`src/rtl/acopl_consts.svh`:
```
`ifndef ACOPL_CONSTS_SVH
`define ACOPL_CONSTS_SVH

// Register offsets.
`define ACOPL_REG_DIV_HI 8'h01
`define ACOPL_REG_DIV_LO 8'h02
`define ACOPL_REG_OFS_R 8'h08
`define ACOPL_REG_TRIM_R 8'h09
`define ACOPL_REG_OFS_G 8'h0a
`define ACOPL_REG_TRIM_G 8'h0b
`define ACOPL_REG_OFS_B 8'h0c
`define ACOPL_REG_TRIM_B 8'h0d
`define ACOPL_REG_CLAMP_POS 8'h19
`define ACOPL_REG_CLAMP_LEN 8'h1a
`define ACOPL_REG_CLAMP_SEL 8'h1b
`define ACOPL_REG_CTRL 8'h1c
`define ACOPL_REG_PLL_CFG 8'h1d
`define ACOPL_REG_CONV_R 8'h2d
`define ACOPL_REG_CONV_G 8'h2e
`define ACOPL_REG_CONV_B 8'h2f
`define ACOPL_REG_STATUS 8'h30

// Field positions.
`define ACOPL_CSEL_RED_BIT 7
`define ACOPL_CSEL_GREEN_BIT 6
`define ACOPL_CSEL_BLUE_BIT 5
`define ACOPL_CTRL_AUTO_BIT 0
`define ACOPL_CTRL_HPOL_BIT 1
`define ACOPL_CTRL_CPOL_BIT 2
`define ACOPL_CTRL_VCOAST_BIT 3
`define ACOPL_CTRL_GSYNC_BIT 4
`define ACOPL_PLLCFG_PHASE_LSB 3
`define ACOPL_DIVLO_LSB 4

// Reset values.
`define ACOPL_DIV_RST 12'h400
`define ACOPL_OFS_RST 8'h40
`define ACOPL_TRIM_RST 7'h00
`define ACOPL_CLAMP_POS_RST 8'h08
`define ACOPL_CLAMP_LEN_RST 8'h14
`define ACOPL_CLAMP_SEL_RST 3'h0
`define ACOPL_CTRL_RST 5'h06
`define ACOPL_BAND_RST 2'h1
`define ACOPL_PHASE_RST 5'h00

// Clamp codes.
`define ACOPL_CLAMP_MID_CODE 8'h80
`define ACOPL_CLAMP_GND_CODE 8'h00

`endif

```
`src/rtl/acopl_pkg.sv`:
```
package acopl_pkg;

    typedef enum logic [1:0] {
        CLAMP_IDLE,
        CLAMP_DELAY,
        CLAMP_ON
    } acopl_clamp_state_type;

    typedef struct packed {
        logic auto_en;
        logic clamp_mid;
        logic [7:0] offset;
        logic [6:0] trim;
    } acopl_chan_cfg_type;

    typedef struct packed {
        logic faster;
        logic slower;
        logic feedback;
    } acopl_pll_cmd_type;

endpackage : acopl_pkg

```
`src/rtl/acopl_pin_sync.sv`:
```
`timescale 1ns/1ps
`default_nettype none

module acopl_pin_sync #(
    parameter int W = 1
) (
    input wire logic clk,
    input wire logic rst_n,
    input wire logic [W-1:0] d,
    output logic [W-1:0] q
);

    logic [W-1:0] s1_r;
    logic [W-1:0] s2_r;
    logic [W-1:0] s3_r;

    always_ff @(posedge clk or negedge rst_n) begin
        if (!rst_n) begin
            s1_r <= '0;
            s2_r <= '0;
            s3_r <= '0;
        end else begin
            s1_r <= d;
            s2_r <= s1_r;
            s3_r <= s2_r;
        end
    end

    // A bit moves only when the second and third stages agree, so a lone glitch is dropped.
    always_ff @(posedge clk or negedge rst_n) begin
        if (!rst_n) begin
            q <= '0;
        end else begin
            for (int i = 0; i < W; i++) begin
                if (s2_r[i] == s3_r[i]) begin
                    q[i] <= s3_r[i];
                end
            end
        end
    end

endmodule : acopl_pin_sync

`default_nettype wire

```
`src/rtl/acopl_offset_loop.sv`:
```
`timescale 1ns/1ps
`default_nettype none
`include "acopl_consts.svh"

module acopl_offset_loop (
    input wire logic clk,
    input wire logic rst_n,
    input wire logic clamp,
    input wire acopl_pkg::acopl_chan_cfg_type cfg,
    input wire logic [7:0] adc_code,
    output logic [7:0] conv_offset,
    output logic [7:0] clamp_code
);

    logic clamp_d_r;
    logic below_r;
    logic above_r;
    logic [7:0] auto_r;
    logic [7:0] base;

    function automatic logic [7:0] sat_add(input logic [7:0] b, input logic [6:0] t);
        logic signed [9:0] sum;
        sum = $signed({2'b00, b}) + $signed({{3{t[6]}}, t});
        if (sum < 0) begin
            sat_add = 8'h00;
        end else if (sum > 10'sd255) begin
            sat_add = 8'hff;
        end else begin
            sat_add = sum[7:0];
        end
    endfunction : sat_add

    always_ff @(posedge clk or negedge rst_n) begin
        if (!rst_n) begin
            clamp_d_r <= 1'b0;
            below_r <= 1'b0;
            above_r <= 1'b0;
        end else begin
            clamp_d_r <= clamp;
            if (clamp) begin
                // While enabled the offset field is the wanted clamp code. see RQ3
                below_r <= adc_code < cfg.offset; // see RQ4
                above_r <= adc_code > cfg.offset; // see RQ4
            end
        end
    end

    // One step at the close of each clamp interval keeps the loop slow and free of hunting.
    always_ff @(posedge clk or negedge rst_n) begin
        if (!rst_n) begin
            auto_r <= `ACOPL_OFS_RST;
        end else if (cfg.auto_en && clamp_d_r && !clamp) begin // see RQ5
            if (below_r && auto_r != 8'hff) begin
                auto_r <= auto_r + 8'h01; // see RQ19
            end else if (above_r && auto_r != 8'h00) begin
                auto_r <= auto_r - 8'h01; // see RQ19
            end
        end
    end

    assign base = cfg.auto_en ? auto_r : cfg.offset;

    always_ff @(posedge clk or negedge rst_n) begin
        if (!rst_n) begin
            conv_offset <= `ACOPL_OFS_RST;
            clamp_code <= `ACOPL_CLAMP_GND_CODE;
        end else begin
            conv_offset <= sat_add(base, cfg.trim); // see RQ7 see RQ8 see RQ19
            clamp_code <= cfg.clamp_mid ? `ACOPL_CLAMP_MID_CODE : `ACOPL_CLAMP_GND_CODE; // see RQ2
        end
    end

endmodule : acopl_offset_loop

`default_nettype wire

```
`src/rtl/acopl_ctrl.sv`:
```
// What this block does
// RQ1 - Bits 7:5 of clamp select choose midscale or ground per converter.
// RQ2 - Midscale clamps to code 128, ground clamps to code 0.
// RQ3 - With auto offset on, the offset register is the wanted clamp code.
// RQ4 - Auto offset steps up when output is below target, down when above.
// RQ5 - Auto offset updates each clamp interval and holds in between.
// RQ6 - Red, green and blue offset registers sit at three addresses.
// RQ7 - Offset trim is two's complement, plus or minus 64 steps.
// RQ8 - Converter offset is the computed offset plus the channel trim.
// RQ9 - Green channel sync is always active low, whatever the polarity bits.
// RQ10 - Pixel clock is divided by the two-register divisor and compared to line sync.
// RQ11 - The divisor is twelve bits and sets pixel to line frequency ratio.
// RQ12 - Two-bit band picks one of four oscillator ranges.
// RQ13 - Five-bit phase shifts sampling in 32 steps of 11.25 degrees.
// RQ14 - The aligned line sync output gets the same phase shift.
// RQ15 - During hold the loop keeps its frequency and ignores line sync.
// RQ16 - Polarity bits for line sync and hold treat 1 as active high.
// RQ17 - Internal hold comes from vertical sync.
// RQ18 - Clamp starts a programmed delay after the sync trailing edge, lasts a count.
// RQ19 - Auto offset moves one step per interval; summed offset saturates.
`timescale 1ns/1ps
`default_nettype none
`include "acopl_consts.svh"

module acopl_ctrl (
    // Clock and reset.
    input wire logic MCLK,
    input wire logic RESETN,
    // Register port.
    input wire logic [7:0] REG_ADDR,
    input wire logic [7:0] REG_WDATA,
    input wire logic REG_WR,
    input wire logic REG_RD,
    output logic [7:0] REG_RDATA,
    // Sync pins.
    input wire logic LINE_SYNC_IN,
    input wire logic GREEN_CHANNEL_SYNC,
    input wire logic FRAME_SYNC_IN,
    input wire logic HOLD_FREQ_IN,
    // Converters.
    input wire logic [23:0] ADC_CODE,
    output logic [23:0] CONV_OFFSET,
    output logic [23:0] CLAMP_CODE,
    output logic CLAMP_ACTIVE,
    // Pixel clock loop.
    output logic PLL_FASTER,
    output logic PLL_SLOWER,
    output logic PLL_FEEDBACK,
    output logic [1:0] OSCILLATOR_BAND,
    output logic [4:0] SAMPLING_PHASE,
    output logic ALIGNED_LINE_SYNC_OUT
);

    logic rst_s1_r;
    logic rst_n;

    logic [11:0] div_r;
    logic [7:0] ofs_r [3];
    logic [6:0] trim_r [3];
    logic [7:0] clamp_pos_r;
    logic [7:0] clamp_len_r;
    logic [2:0] clamp_sel_r;
    logic [4:0] ctrl_r;
    logic [1:0] band_r;
    logic [4:0] phase_r;

    logic [3:0] pins_q;
    logic line_active;
    logic line_d_r;
    logic line_lead;
    logic line_trail;
    logic hold_active;

    acopl_pkg::acopl_clamp_state_type cstate_r;
    logic [7:0] ccnt_r;

    logic [11:0] fb_cnt_r;
    acopl_pkg::acopl_pll_cmd_type pll_r;
    logic [31:0] sync_dly_r;

    logic [7:0] conv [3];

    // Reset is applied at once and released only after two clock edges.
    always_ff @(posedge MCLK or negedge RESETN) begin
        if (!RESETN) begin
            rst_s1_r <= 1'b0;
            rst_n <= 1'b0;
        end else begin
            rst_s1_r <= 1'b1;
            rst_n <= rst_s1_r;
        end
    end

    // Register writes.
    always_ff @(posedge MCLK or negedge rst_n) begin
        if (!rst_n) begin
            div_r <= `ACOPL_DIV_RST;
            clamp_pos_r <= `ACOPL_CLAMP_POS_RST;
            clamp_len_r <= `ACOPL_CLAMP_LEN_RST;
            clamp_sel_r <= `ACOPL_CLAMP_SEL_RST;
            ctrl_r <= `ACOPL_CTRL_RST;
            band_r <= `ACOPL_BAND_RST;
            phase_r <= `ACOPL_PHASE_RST;
            for (int i = 0; i < 3; i++) begin
                ofs_r[i] <= `ACOPL_OFS_RST;
                trim_r[i] <= `ACOPL_TRIM_RST;
            end
        end else if (REG_WR) begin
            case (REG_ADDR)
                `ACOPL_REG_DIV_HI: div_r[11:4] <= REG_WDATA; // see RQ10 see RQ11
                `ACOPL_REG_DIV_LO: div_r[3:0] <= REG_WDATA[`ACOPL_DIVLO_LSB +: 4]; // see RQ11
                `ACOPL_REG_OFS_R: ofs_r[0] <= REG_WDATA; // see RQ6
                `ACOPL_REG_OFS_G: ofs_r[1] <= REG_WDATA; // see RQ6
                `ACOPL_REG_OFS_B: ofs_r[2] <= REG_WDATA; // see RQ6
                `ACOPL_REG_TRIM_R: trim_r[0] <= REG_WDATA[6:0];
                `ACOPL_REG_TRIM_G: trim_r[1] <= REG_WDATA[6:0];
                `ACOPL_REG_TRIM_B: trim_r[2] <= REG_WDATA[6:0];
                `ACOPL_REG_CLAMP_POS: clamp_pos_r <= REG_WDATA;
                `ACOPL_REG_CLAMP_LEN: clamp_len_r <= REG_WDATA;
                `ACOPL_REG_CLAMP_SEL: clamp_sel_r <= REG_WDATA[7:5]; // see RQ1
                `ACOPL_REG_CTRL: ctrl_r <= REG_WDATA[4:0];
                `ACOPL_REG_PLL_CFG: begin
                    band_r <= REG_WDATA[1:0]; // see RQ12
                    phase_r <= REG_WDATA[`ACOPL_PLLCFG_PHASE_LSB +: 5]; // see RQ13
                end
                default: begin
                end
            endcase
        end
    end

    // Register reads answer one cycle after the strobe; unmapped addresses read zero.
    always_ff @(posedge MCLK or negedge rst_n) begin
        if (!rst_n) begin
            REG_RDATA <= 8'h00;
        end else if (REG_RD) begin
            case (REG_ADDR)
                `ACOPL_REG_DIV_HI: REG_RDATA <= div_r[11:4];
                `ACOPL_REG_DIV_LO: REG_RDATA <= {div_r[3:0], 4'h0};
                `ACOPL_REG_OFS_R: REG_RDATA <= ofs_r[0];
                `ACOPL_REG_OFS_G: REG_RDATA <= ofs_r[1];
                `ACOPL_REG_OFS_B: REG_RDATA <= ofs_r[2];
                `ACOPL_REG_TRIM_R: REG_RDATA <= {1'b0, trim_r[0]};
                `ACOPL_REG_TRIM_G: REG_RDATA <= {1'b0, trim_r[1]};
                `ACOPL_REG_TRIM_B: REG_RDATA <= {1'b0, trim_r[2]};
                `ACOPL_REG_CLAMP_POS: REG_RDATA <= clamp_pos_r;
                `ACOPL_REG_CLAMP_LEN: REG_RDATA <= clamp_len_r;
                `ACOPL_REG_CLAMP_SEL: REG_RDATA <= {clamp_sel_r, 5'h00};
                `ACOPL_REG_CTRL: REG_RDATA <= {3'h0, ctrl_r};
                `ACOPL_REG_PLL_CFG: REG_RDATA <= {phase_r, 1'b0, band_r};
                `ACOPL_REG_CONV_R: REG_RDATA <= conv[0];
                `ACOPL_REG_CONV_G: REG_RDATA <= conv[1];
                `ACOPL_REG_CONV_B: REG_RDATA <= conv[2];
                `ACOPL_REG_STATUS: REG_RDATA <= {5'h00, hold_active, line_active, CLAMP_ACTIVE};
                default: REG_RDATA <= 8'h00;
            endcase
        end
    end

    acopl_pin_sync #(
        .W(4)
    ) u_pins (
        .clk(MCLK),
        .rst_n(rst_n),
        .d({HOLD_FREQ_IN, FRAME_SYNC_IN, GREEN_CHANNEL_SYNC, LINE_SYNC_IN}),
        .q(pins_q)
    );

    // Green sync ignores the polarity bit and is taken as active low.
    always_comb begin
        if (ctrl_r[`ACOPL_CTRL_GSYNC_BIT]) begin
            line_active = ~pins_q[1]; // see RQ9
        end else if (ctrl_r[`ACOPL_CTRL_HPOL_BIT]) begin
            line_active = pins_q[0]; // see RQ16
        end else begin
            line_active = ~pins_q[0]; // see RQ16
        end
    end

    // Hold comes from the pin at its programmed polarity or from frame sync.
    assign hold_active = (ctrl_r[`ACOPL_CTRL_CPOL_BIT] ? pins_q[3] : ~pins_q[3]) // see RQ16
        | (ctrl_r[`ACOPL_CTRL_VCOAST_BIT] & pins_q[2]); // see RQ17

    always_ff @(posedge MCLK or negedge rst_n) begin
        if (!rst_n) begin
            line_d_r <= 1'b0;
        end else begin
            line_d_r <= line_active;
        end
    end

    assign line_lead = line_active & ~line_d_r;
    assign line_trail = ~line_active & line_d_r;

    // Clamp timing: delay then duration, both in pixel periods from the sync trailing edge.
    always_ff @(posedge MCLK or negedge rst_n) begin
        if (!rst_n) begin
            cstate_r <= acopl_pkg::CLAMP_IDLE;
            ccnt_r <= 8'h00;
        end else if (line_trail) begin
            cstate_r <= acopl_pkg::CLAMP_DELAY; // see RQ18
            ccnt_r <= 8'h00;
        end else begin
            case (cstate_r)
                acopl_pkg::CLAMP_IDLE: begin
                    ccnt_r <= 8'h00;
                end
                acopl_pkg::CLAMP_DELAY: begin
                    if (ccnt_r >= clamp_pos_r) begin // see RQ18
                        cstate_r <= (clamp_len_r == 8'h00) ? acopl_pkg::CLAMP_IDLE
                            : acopl_pkg::CLAMP_ON;
                        ccnt_r <= 8'h00;
                    end else begin
                        ccnt_r <= ccnt_r + 8'h01;
                    end
                end
                acopl_pkg::CLAMP_ON: begin
                    if (ccnt_r + 8'h01 >= clamp_len_r) begin // see RQ18
                        cstate_r <= acopl_pkg::CLAMP_IDLE;
                        ccnt_r <= 8'h00;
                    end else begin
                        ccnt_r <= ccnt_r + 8'h01;
                    end
                end
                default: begin
                    cstate_r <= acopl_pkg::CLAMP_IDLE;
                    ccnt_r <= 8'h00;
                end
            endcase
        end
    end

    assign CLAMP_ACTIVE = (cstate_r == acopl_pkg::CLAMP_ON);

    for (genvar c = 0; c < 3; c++) begin : g_chan
        acopl_pkg::acopl_chan_cfg_type cfg;

        assign cfg.auto_en = ctrl_r[`ACOPL_CTRL_AUTO_BIT];
        assign cfg.clamp_mid = clamp_sel_r[2 - c]; // see RQ1
        assign cfg.offset = ofs_r[c];
        assign cfg.trim = trim_r[c];

        acopl_offset_loop u_loop (
            .clk(MCLK),
            .rst_n(rst_n),
            .clamp(CLAMP_ACTIVE),
            .cfg(cfg),
            .adc_code(ADC_CODE[23 - 8 * c -: 8]),
            .conv_offset(conv[c]),
            .clamp_code(CLAMP_CODE[23 - 8 * c -: 8])
        );

        assign CONV_OFFSET[23 - 8 * c -: 8] = conv[c];
    end

    // Feedback divider on the pixel clock; a zero divisor wraps as the largest count.
    always_ff @(posedge MCLK or negedge rst_n) begin
        if (!rst_n) begin
            fb_cnt_r <= 12'h000;
        end else if (fb_cnt_r >= div_r - 12'h001) begin // see RQ10 see RQ11
            fb_cnt_r <= 12'h000;
        end else begin
            fb_cnt_r <= fb_cnt_r + 12'h001;
        end
    end

    // Phase compare at each line sync leading edge outside hold; the count position is the error.
    always_ff @(posedge MCLK or negedge rst_n) begin
        if (!rst_n) begin
            pll_r <= '0;
        end else begin
            pll_r.feedback <= (fb_cnt_r == 12'h000);
            pll_r.faster <= 1'b0;
            pll_r.slower <= 1'b0;
            if (line_lead && !hold_active) begin // see RQ15
                pll_r.faster <= fb_cnt_r >= {1'b0, div_r[11:1]}; // see RQ10
                pll_r.slower <= fb_cnt_r != 12'h000 && fb_cnt_r < {1'b0, div_r[11:1]}; // see RQ10
            end
        end
    end

    assign PLL_FASTER = pll_r.faster;
    assign PLL_SLOWER = pll_r.slower;
    assign PLL_FEEDBACK = pll_r.feedback;
    assign OSCILLATOR_BAND = band_r; // see RQ12
    assign SAMPLING_PHASE = phase_r; // see RQ13

    // Each phase step delays the aligned sync by one clock, mirroring the sampling delay.
    always_ff @(posedge MCLK or negedge rst_n) begin
        if (!rst_n) begin
            sync_dly_r <= 32'h0000_0000;
            ALIGNED_LINE_SYNC_OUT <= 1'b0;
        end else begin
            sync_dly_r <= {sync_dly_r[30:0], line_active};
            ALIGNED_LINE_SYNC_OUT <= sync_dly_r[phase_r]; // see RQ14
        end
    end

endmodule : acopl_ctrl

`default_nettype wire

```
`config.mk`:
```
export PLATFORM = sky130hd
export DESIGN_NAME = acopl_ctrl
export DESIGN_NICKNAME = d
export VERILOG_FILES = /design/src/rtl/acopl_pkg.sv /design/src/rtl/acopl_pin_sync.sv /design/src/rtl/acopl_offset_loop.sv /design/src/rtl/acopl_ctrl.sv
export VERILOG_INCLUDE_DIRS = /design/src /design/src/rtl
export SDC_FILE = /design/constraint.sdc
export NUM_CORES = 1
export LEC_CHECK = 0
export BUFFER_PORTS_ARGS = -buffer_cell sky130_fd_sc_hd__buf_2
export CAP_MARGIN = 0
export CORE_MARGIN = 4
export CORE_UTILIZATION = 30
export DETAILED_ROUTE_END_ITERATION = 8
export SLEW_MARGIN = 15
export SYNTH_ARGS = -nofsm -noshare
export SYNTH_HDL_FRONTEND = slang
export SYNTH_SLANG_ARGS = --single-unit
export TNS_END_PERCENT = 1
```
`constraint.sdc`:
```
create_clock -name MCLK -period 7.2 [get_ports MCLK]
set_input_delay 0 -clock MCLK [delete_from_list [all_inputs] [get_ports MCLK]]
set_output_delay 0 -clock MCLK [all_outputs]
set_load 0.01 [all_outputs]
```
[Yosys cells after proc, flatten, opt, wreduce, memory -nomap -nowiden]
Cells that the tools add are included.
W data, S select, Z words.
Storage, ports and cells
  bits in registers: 252
  bits of input ports: 48
Cells by class
  add/subtract/negate cells: 12
  magnitude comparators: 18
  eq/ne operators: 29
  muxes and demuxes: 35
  bitwise gates (word level): 9
  reduce and logical (&&, ||, !) cells: 39
Operator list (count)
  $mux W8: 21
  $pmux W8 S17: 1
  $eq A8 B4 Y1 const B: 6
  $eq A8 B5 Y1 const B: 5
  $add A8 B1 Y8 const B: 4
  $eq A8 B6 Y1 const B: 4
  $reduce_and A2 Y1: 16
  $add A9 B7 Y10: 3
  $gt A10 B9 Y1 const B: 3
  $lt A10 B1 Y1 const B: 3
  $gt A8 B8 Y1: 3
  $lt A8 B8 Y1: 3
  $ne A8 B8 Y1 const B: 3
  $reduce_bool A8 Y1: 3
  $sub A8 B1 Y8 const B: 3
  $ge A8 B8 Y1: 2
  $pmux W8 S2: 1
  $add A12 B1 Y12 const B: 1
  $ge A12 B11 Y1: 1
  $ge A12 B12 Y1: 1
  $logic_not A12 Y1: 1
  $lt A12 B11 Y1: 1
  $mux W12: 1
  $reduce_bool A12 Y1: 1
  other kinds (22): 51

[Depth between registers and ports, before layout]
  word-level depth: 7
  gate-level depth with buffers: 12

[Cells and area by module]
From an unflattened synthesis, not the netlist that was laid out.
Second synthesis, totals
  cells, all modules: 1355
  area total of the unflattened synthesis: 14262.4 um2
By module, submodules not included
  acopl_ctrl: times used 1, cells an instance 733, area an instance 8335.5 um2, sequential area each 3916.3 um2
  acopl_offset_loop (g_chan[0].u_loop): times used 1, cells an instance 201, area an instance 1854.3 um2, sequential area each 503.0 um2
  acopl_offset_loop (g_chan[1].u_loop): times used 1, cells an instance 205, area an instance 1814.2 um2, sequential area each 503.0 um2
  acopl_offset_loop (g_chan[2].u_loop): times used 1, cells an instance 196, area an instance 1813.0 um2, sequential area each 503.0 um2
  acopl_pin_sync: times used 1, cells an instance 20, area an instance 445.4 um2, sequential area each 400.4 um2

[Worst setup path before layout]
Ideal clock, no wire load.
  path type: reg-to-reg
  from: reg g_chan[1].u_loop.auto_r[6]
  to: reg g_chan[1].u_loop.auto_r[7]
  library setup time: 0.079 ns
  arrival time: 2.858 ns
  data required time: 7.121 ns
  setup slack: 4.263 ns
  cell stages (with the launch flop): 10
  buffers on the path: 0
  clock period less this slack: 2.937 ns
  cell sequence: dfstp_2 -> nand4_1 -> o21ai_0 -> ha_1 -> a21oi_1 -> o211ai_1 -> o41ai_1 -> mux2_2 -> nor2_1 -> xor2_1
Between the ends
  word-level cells in the longest chain between the ends: 4
RTL lines
  from (decl): RTL line acopl_offset_loop.sv:18  | logic [7:0] auto_r;
  from (signal assigned): RTL line acopl_offset_loop.sv:51  | auto_r <= `ACOPL_OFS_RST;
  from (signal assigned): RTL line acopl_offset_loop.sv:54  | auto_r <= auto_r + 8'h01;
  from (signal assigned): RTL line acopl_offset_loop.sv:56  | auto_r <= auto_r - 8'h01;
  parallel branches: the longest is 4 deep, another holds $sub A8 B1 Y8
Parallel ways; which one is timed is not known. The select of a mux whose other input is x is not followed.
A chain may end at the register's enable or synchronous reset.

[Worst setup path after layout]
  from: reg ctrl_r[0]
  to: reg g_chan[0].u_loop.conv_offset[1]
Between the ends
  word-level cells in the longest chain between the ends: 5
RTL lines
  from (decl): RTL line acopl_ctrl.sv:63  | logic [4:0] ctrl_r;
  from (signal assigned): RTL line acopl_ctrl.sv:101  | ctrl_r <= `ACOPL_CTRL_RST;
  from (signal assigned): RTL line acopl_ctrl.sv:121  | `ACOPL_REG_CTRL: ctrl_r <= REG_WDATA[4:0];
  $mux W8 (*): RTL line acopl_offset_loop.sv:61  | assign base = cfg.auto_en ? auto_r : cfg.offset;
  $add A9 B7 Y10 (*): RTL line acopl_offset_loop.sv:23  | sum = $signed({2'b00, b}) + $signed({{3{t[6]}}, t});
  $gt A10 B9 Y1: RTL line acopl_offset_loop.sv:26  | end else if (sum > 10'sd255) begin
  $mux W8: RTL line acopl_offset_loop.sv:26
  $mux W8 (*): RTL line acopl_offset_loop.sv:24  | if (sum < 0) begin
  to (signal assigned): RTL line acopl_offset_loop.sv:65  | conv_offset <= `ACOPL_OFS_RST;
  to (signal assigned): RTL line acopl_offset_loop.sv:68  | conv_offset <= sat_add(base, cfg.trim);
  to (decl): RTL line acopl_offset_loop.sv:11  | output logic [7:0] conv_offset,
Every way passes the cells marked *; elsewhere a longest branch is shown, timed or not.

==> results.cfg <==
[logic_synthesis]
synth_top_area_share = 0.397
netlist_area_sq_mm = 0.0135
yosysUniqueCellTypes = 73
yosysTopAreaCell = dfrtp_1
seq_area_frac_synth = 0.428
synthCells = 1290
ys.flop_type = dfrtp_1
synth_area_leaders = dfrtp_1 (40%), ha_1 (11%), mux2_2 (5.6%)
synth_area_per_cell_sq_um = 10.5
synth_edf_count = 0
synth-seq-cells = 230
yosys_warnings = 0
async_reset_ff_frac = 1.00

[global_route]
grt_max_degree = 87
grt_pass1_vias = 10261
grt_usage = 0.157
met2_usage = 0.254
met1_usage = 0.216
antenna_found_initial = 2
grt.busiest_layer = met2
globalRouteOverflowTotal = 0
grt_use_met3 = 0.0291
grt_pass1_wl_um = 59500

[final_layout]
finalNetCount = 1573
finalInstanceArea_sq_mm = 0.0157
final_common_cell = dfrtp_1
fillers = 4451
finalNonFillerCells = 2019
drive_gt1_frac = 0.185
area_growth_pct = 16.6
final_cell_mix = dfrtp_1 (213), ha_1 (115), nand2_1 (100)
post-route-util = 0.355

[cts]
cts_resized = 0
clock_sinks = 230
hold_buffers = 24
cts_tree = built
post_cts_buffers = 0
root_buffer = clkbuf_16
clock_path_buffers = 3
clk_latency_ps = 570
path_clk_slew_ps = 60
cts_made_buffers = 27
htree_levels = 1

[setup_path]
rr_worst_depth = 11
cp_data_required_time_ps = 7690
endpoint_kind = register
crit_type = register to register
setup.worst_path.start_class = register
r2r_setup_slack_ps = 3970
crit_fanout = 32
worstPathArrival_ps = 3720
r2r_start = ctrl_r[0]
r2r-end = g_chan[0].u_loop.conv_offset[1]

[timing]
fin_setup_tns_ps = 0
hold_violations = 0
slew_headroom = 0.343
period_share = 0.448
setup_violations = 0
maxSlewViolCount = 0
fin_skew_ps = 28.2
clock.fmax_ghz = 0.310
max_slew.worst_pin.slew_ps = 980
min_period_ps = 3230
grt_setup_unrepaired = no

[route]
viasPerCell = 5.08
first_pass_iters = 5
drt_iter0_drc = 841
ant_nets = 0
drc_errors = 0
routedWlPerCell_um = 19.0
wl_um = 38300
vias = 10259

[hold_path]
hp-class = input port to register
hold_path_depth = 4
worstHoldStart = ADC_CODE[7]
hold_end = g_chan[2].u_loop.below_r

[outcome]
status = completed

[job]
drv_cap = 0

[die]
core_area_sq_mm = 0.0443
start_util = 0.304
die_area_sq_mm = 0.0484
ios = 116
fp.dieH_um = 220
row_count = 77
fp.dieW_um = 220

[placed_design]
gp_congestion = 0.921
hpwl_um = 28800
placed_area_sq_mm = 0.0145
place_inst = 1943
io_buffers = 94

[power_and_ir_drop]
irDropWorstVdd_v = 0.000173
power_density_mw_per_mm2 = 251
leakage_nw = 7.33
[routing by layer]
layer	wire length (um)	share of wire
met2	17700	0.46
met5	20	0.00052
met4	1180	0.031
met3	2230	0.058
met1	17200	0.45
[area by class of cell]
cell class,instances,area (sq um),area share
Clock inverter,19,256,0.0163
Sequential cell,230,5780,0.368
Multi-Input combinational cell,928,7110,0.452
Antenna cell,2,5.00,0.000318
Timing Repair Buffer,126,774,0.0493
Tap cell,592,741,0.0471
Clock buffer,31,711,0.0452
Inverter,91,342,0.0217
[worst max-delay path, cell delays in order (launching register included)]
cell and delay [ps]:
dfrtp_1 630, buf_4 390, mux2_2 380, ha_1 210, inv_1 80, fa_1 210, nor2b_1 70, o31a_1 270
o31ai_1 310, nand4_1 140, a21o_1 280, a21oi_1 170
[power breakdown]
group          leakage, nW  switching (mW)  internal, mW  total [mW]
sequential            2.87           0.153          1.43        1.59
clock                0.455           0.591         0.895        1.49
combinational         4.01           0.479         0.390       0.869
[Yosys cell counts (8+ instances only)]
master / count
a21o_1: 29
buf_4: 24
o211ai_1: 10
o21ai_0: 65
nor3_1: 11
nand2_1: 100
a22oi_1: 15
nor2b_1: 20
a211oi_1: 8
o21ai_1: 10
o22ai_1: 8
nand3_1: 38
xnor2_1: 43
clkbuf_1: 23
mux4_2: 11
and3_1: 9
o21a_1: 13
buf_2: 11
dfstp_2: 16
xor2_1: 24
mux2i_1: 14
ha_1: 115
inv_1: 90
nand4_1: 24
nand2b_1: 8
dfrtp_1: 214
nor4_1: 12
mux2_1: 27
nor2_1: 57
a21oi_1: 74
mux2_2: 67
[kinds of logic (layout without fill, tap and decap cells)]
| kind of cell | count (synthesis) | after routing | synth area share |
|---|---|---|---|
| and+or+nand+nor | 305 | 305 | 0.114 |
| other | 2 | 24 | 0.000557 |
| AOI/OAI and AO/OA | 290 | 290 | 0.138 |
| muxes | 119 | 119 | 0.107 |
| buffers and inverters | 152 | 267 | 0.0500 |
| adders and majority gates | 125 | 125 | 0.119 |
| DFF | 230 | 230 | 0.428 |
| xor gates and xnor gates | 67 | 67 | 0.0435 |
[worst max-delay path by stage]
stage                                from                              end  slack (ps)  cells after the start
3_3_place_gp   g_chan[2].u_loop.auto_r[6]       g_chan[2].u_loop.auto_r[7]        3900                      9
4_1_cts        g_chan[2].u_loop.auto_r[6]       g_chan[2].u_loop.auto_r[7]        3750                      9
5_1_grt                          div_r[5]                      fb_cnt_r[8]        3740                      9
6_report                        ctrl_r[0]  g_chan[0].u_loop.conv_offset[1]        3970                     11
3_5_place_dp   g_chan[2].u_loop.auto_r[6]       g_chan[2].u_loop.auto_r[7]        3790                      9
2_1_floorplan                       rst_n            ALIGNED_LINE_SYNC_OUT         340                      0
[stage by stage]
stage / worst slack, ps / total power [mW] / hold slack (ps)
2_1_floorplan: 344 / 2.20 / -296
5_1_grt: 3740 / 4.16 / 15.3
6_report: 3970 / 3.94 / 23.1
3_3_place_gp: 3900 / 2.44 / -213
4_1_cts: 3750 / 3.98 / 2.69
3_5_place_dp: 3790 / 2.46 / -211
[registers in the layout, indices dropped and copies added, names as in the netlist, 5 cells and up]
name                       flops
g_chan.u_loop.conv_offset     24
SAMPLING_PHASE                 5
sync_dly_r                    32
REG_RDATA                      8
g_chan.u_loop.auto_r          24
fb_cnt_r                      12
clamp_pos_r                    8
div_r                         12
g_chan.cfg                    45
clamp_len_r                    8
ccnt_r                         8
ctrl_r                         5
Power figures use the tool's default switching activity.
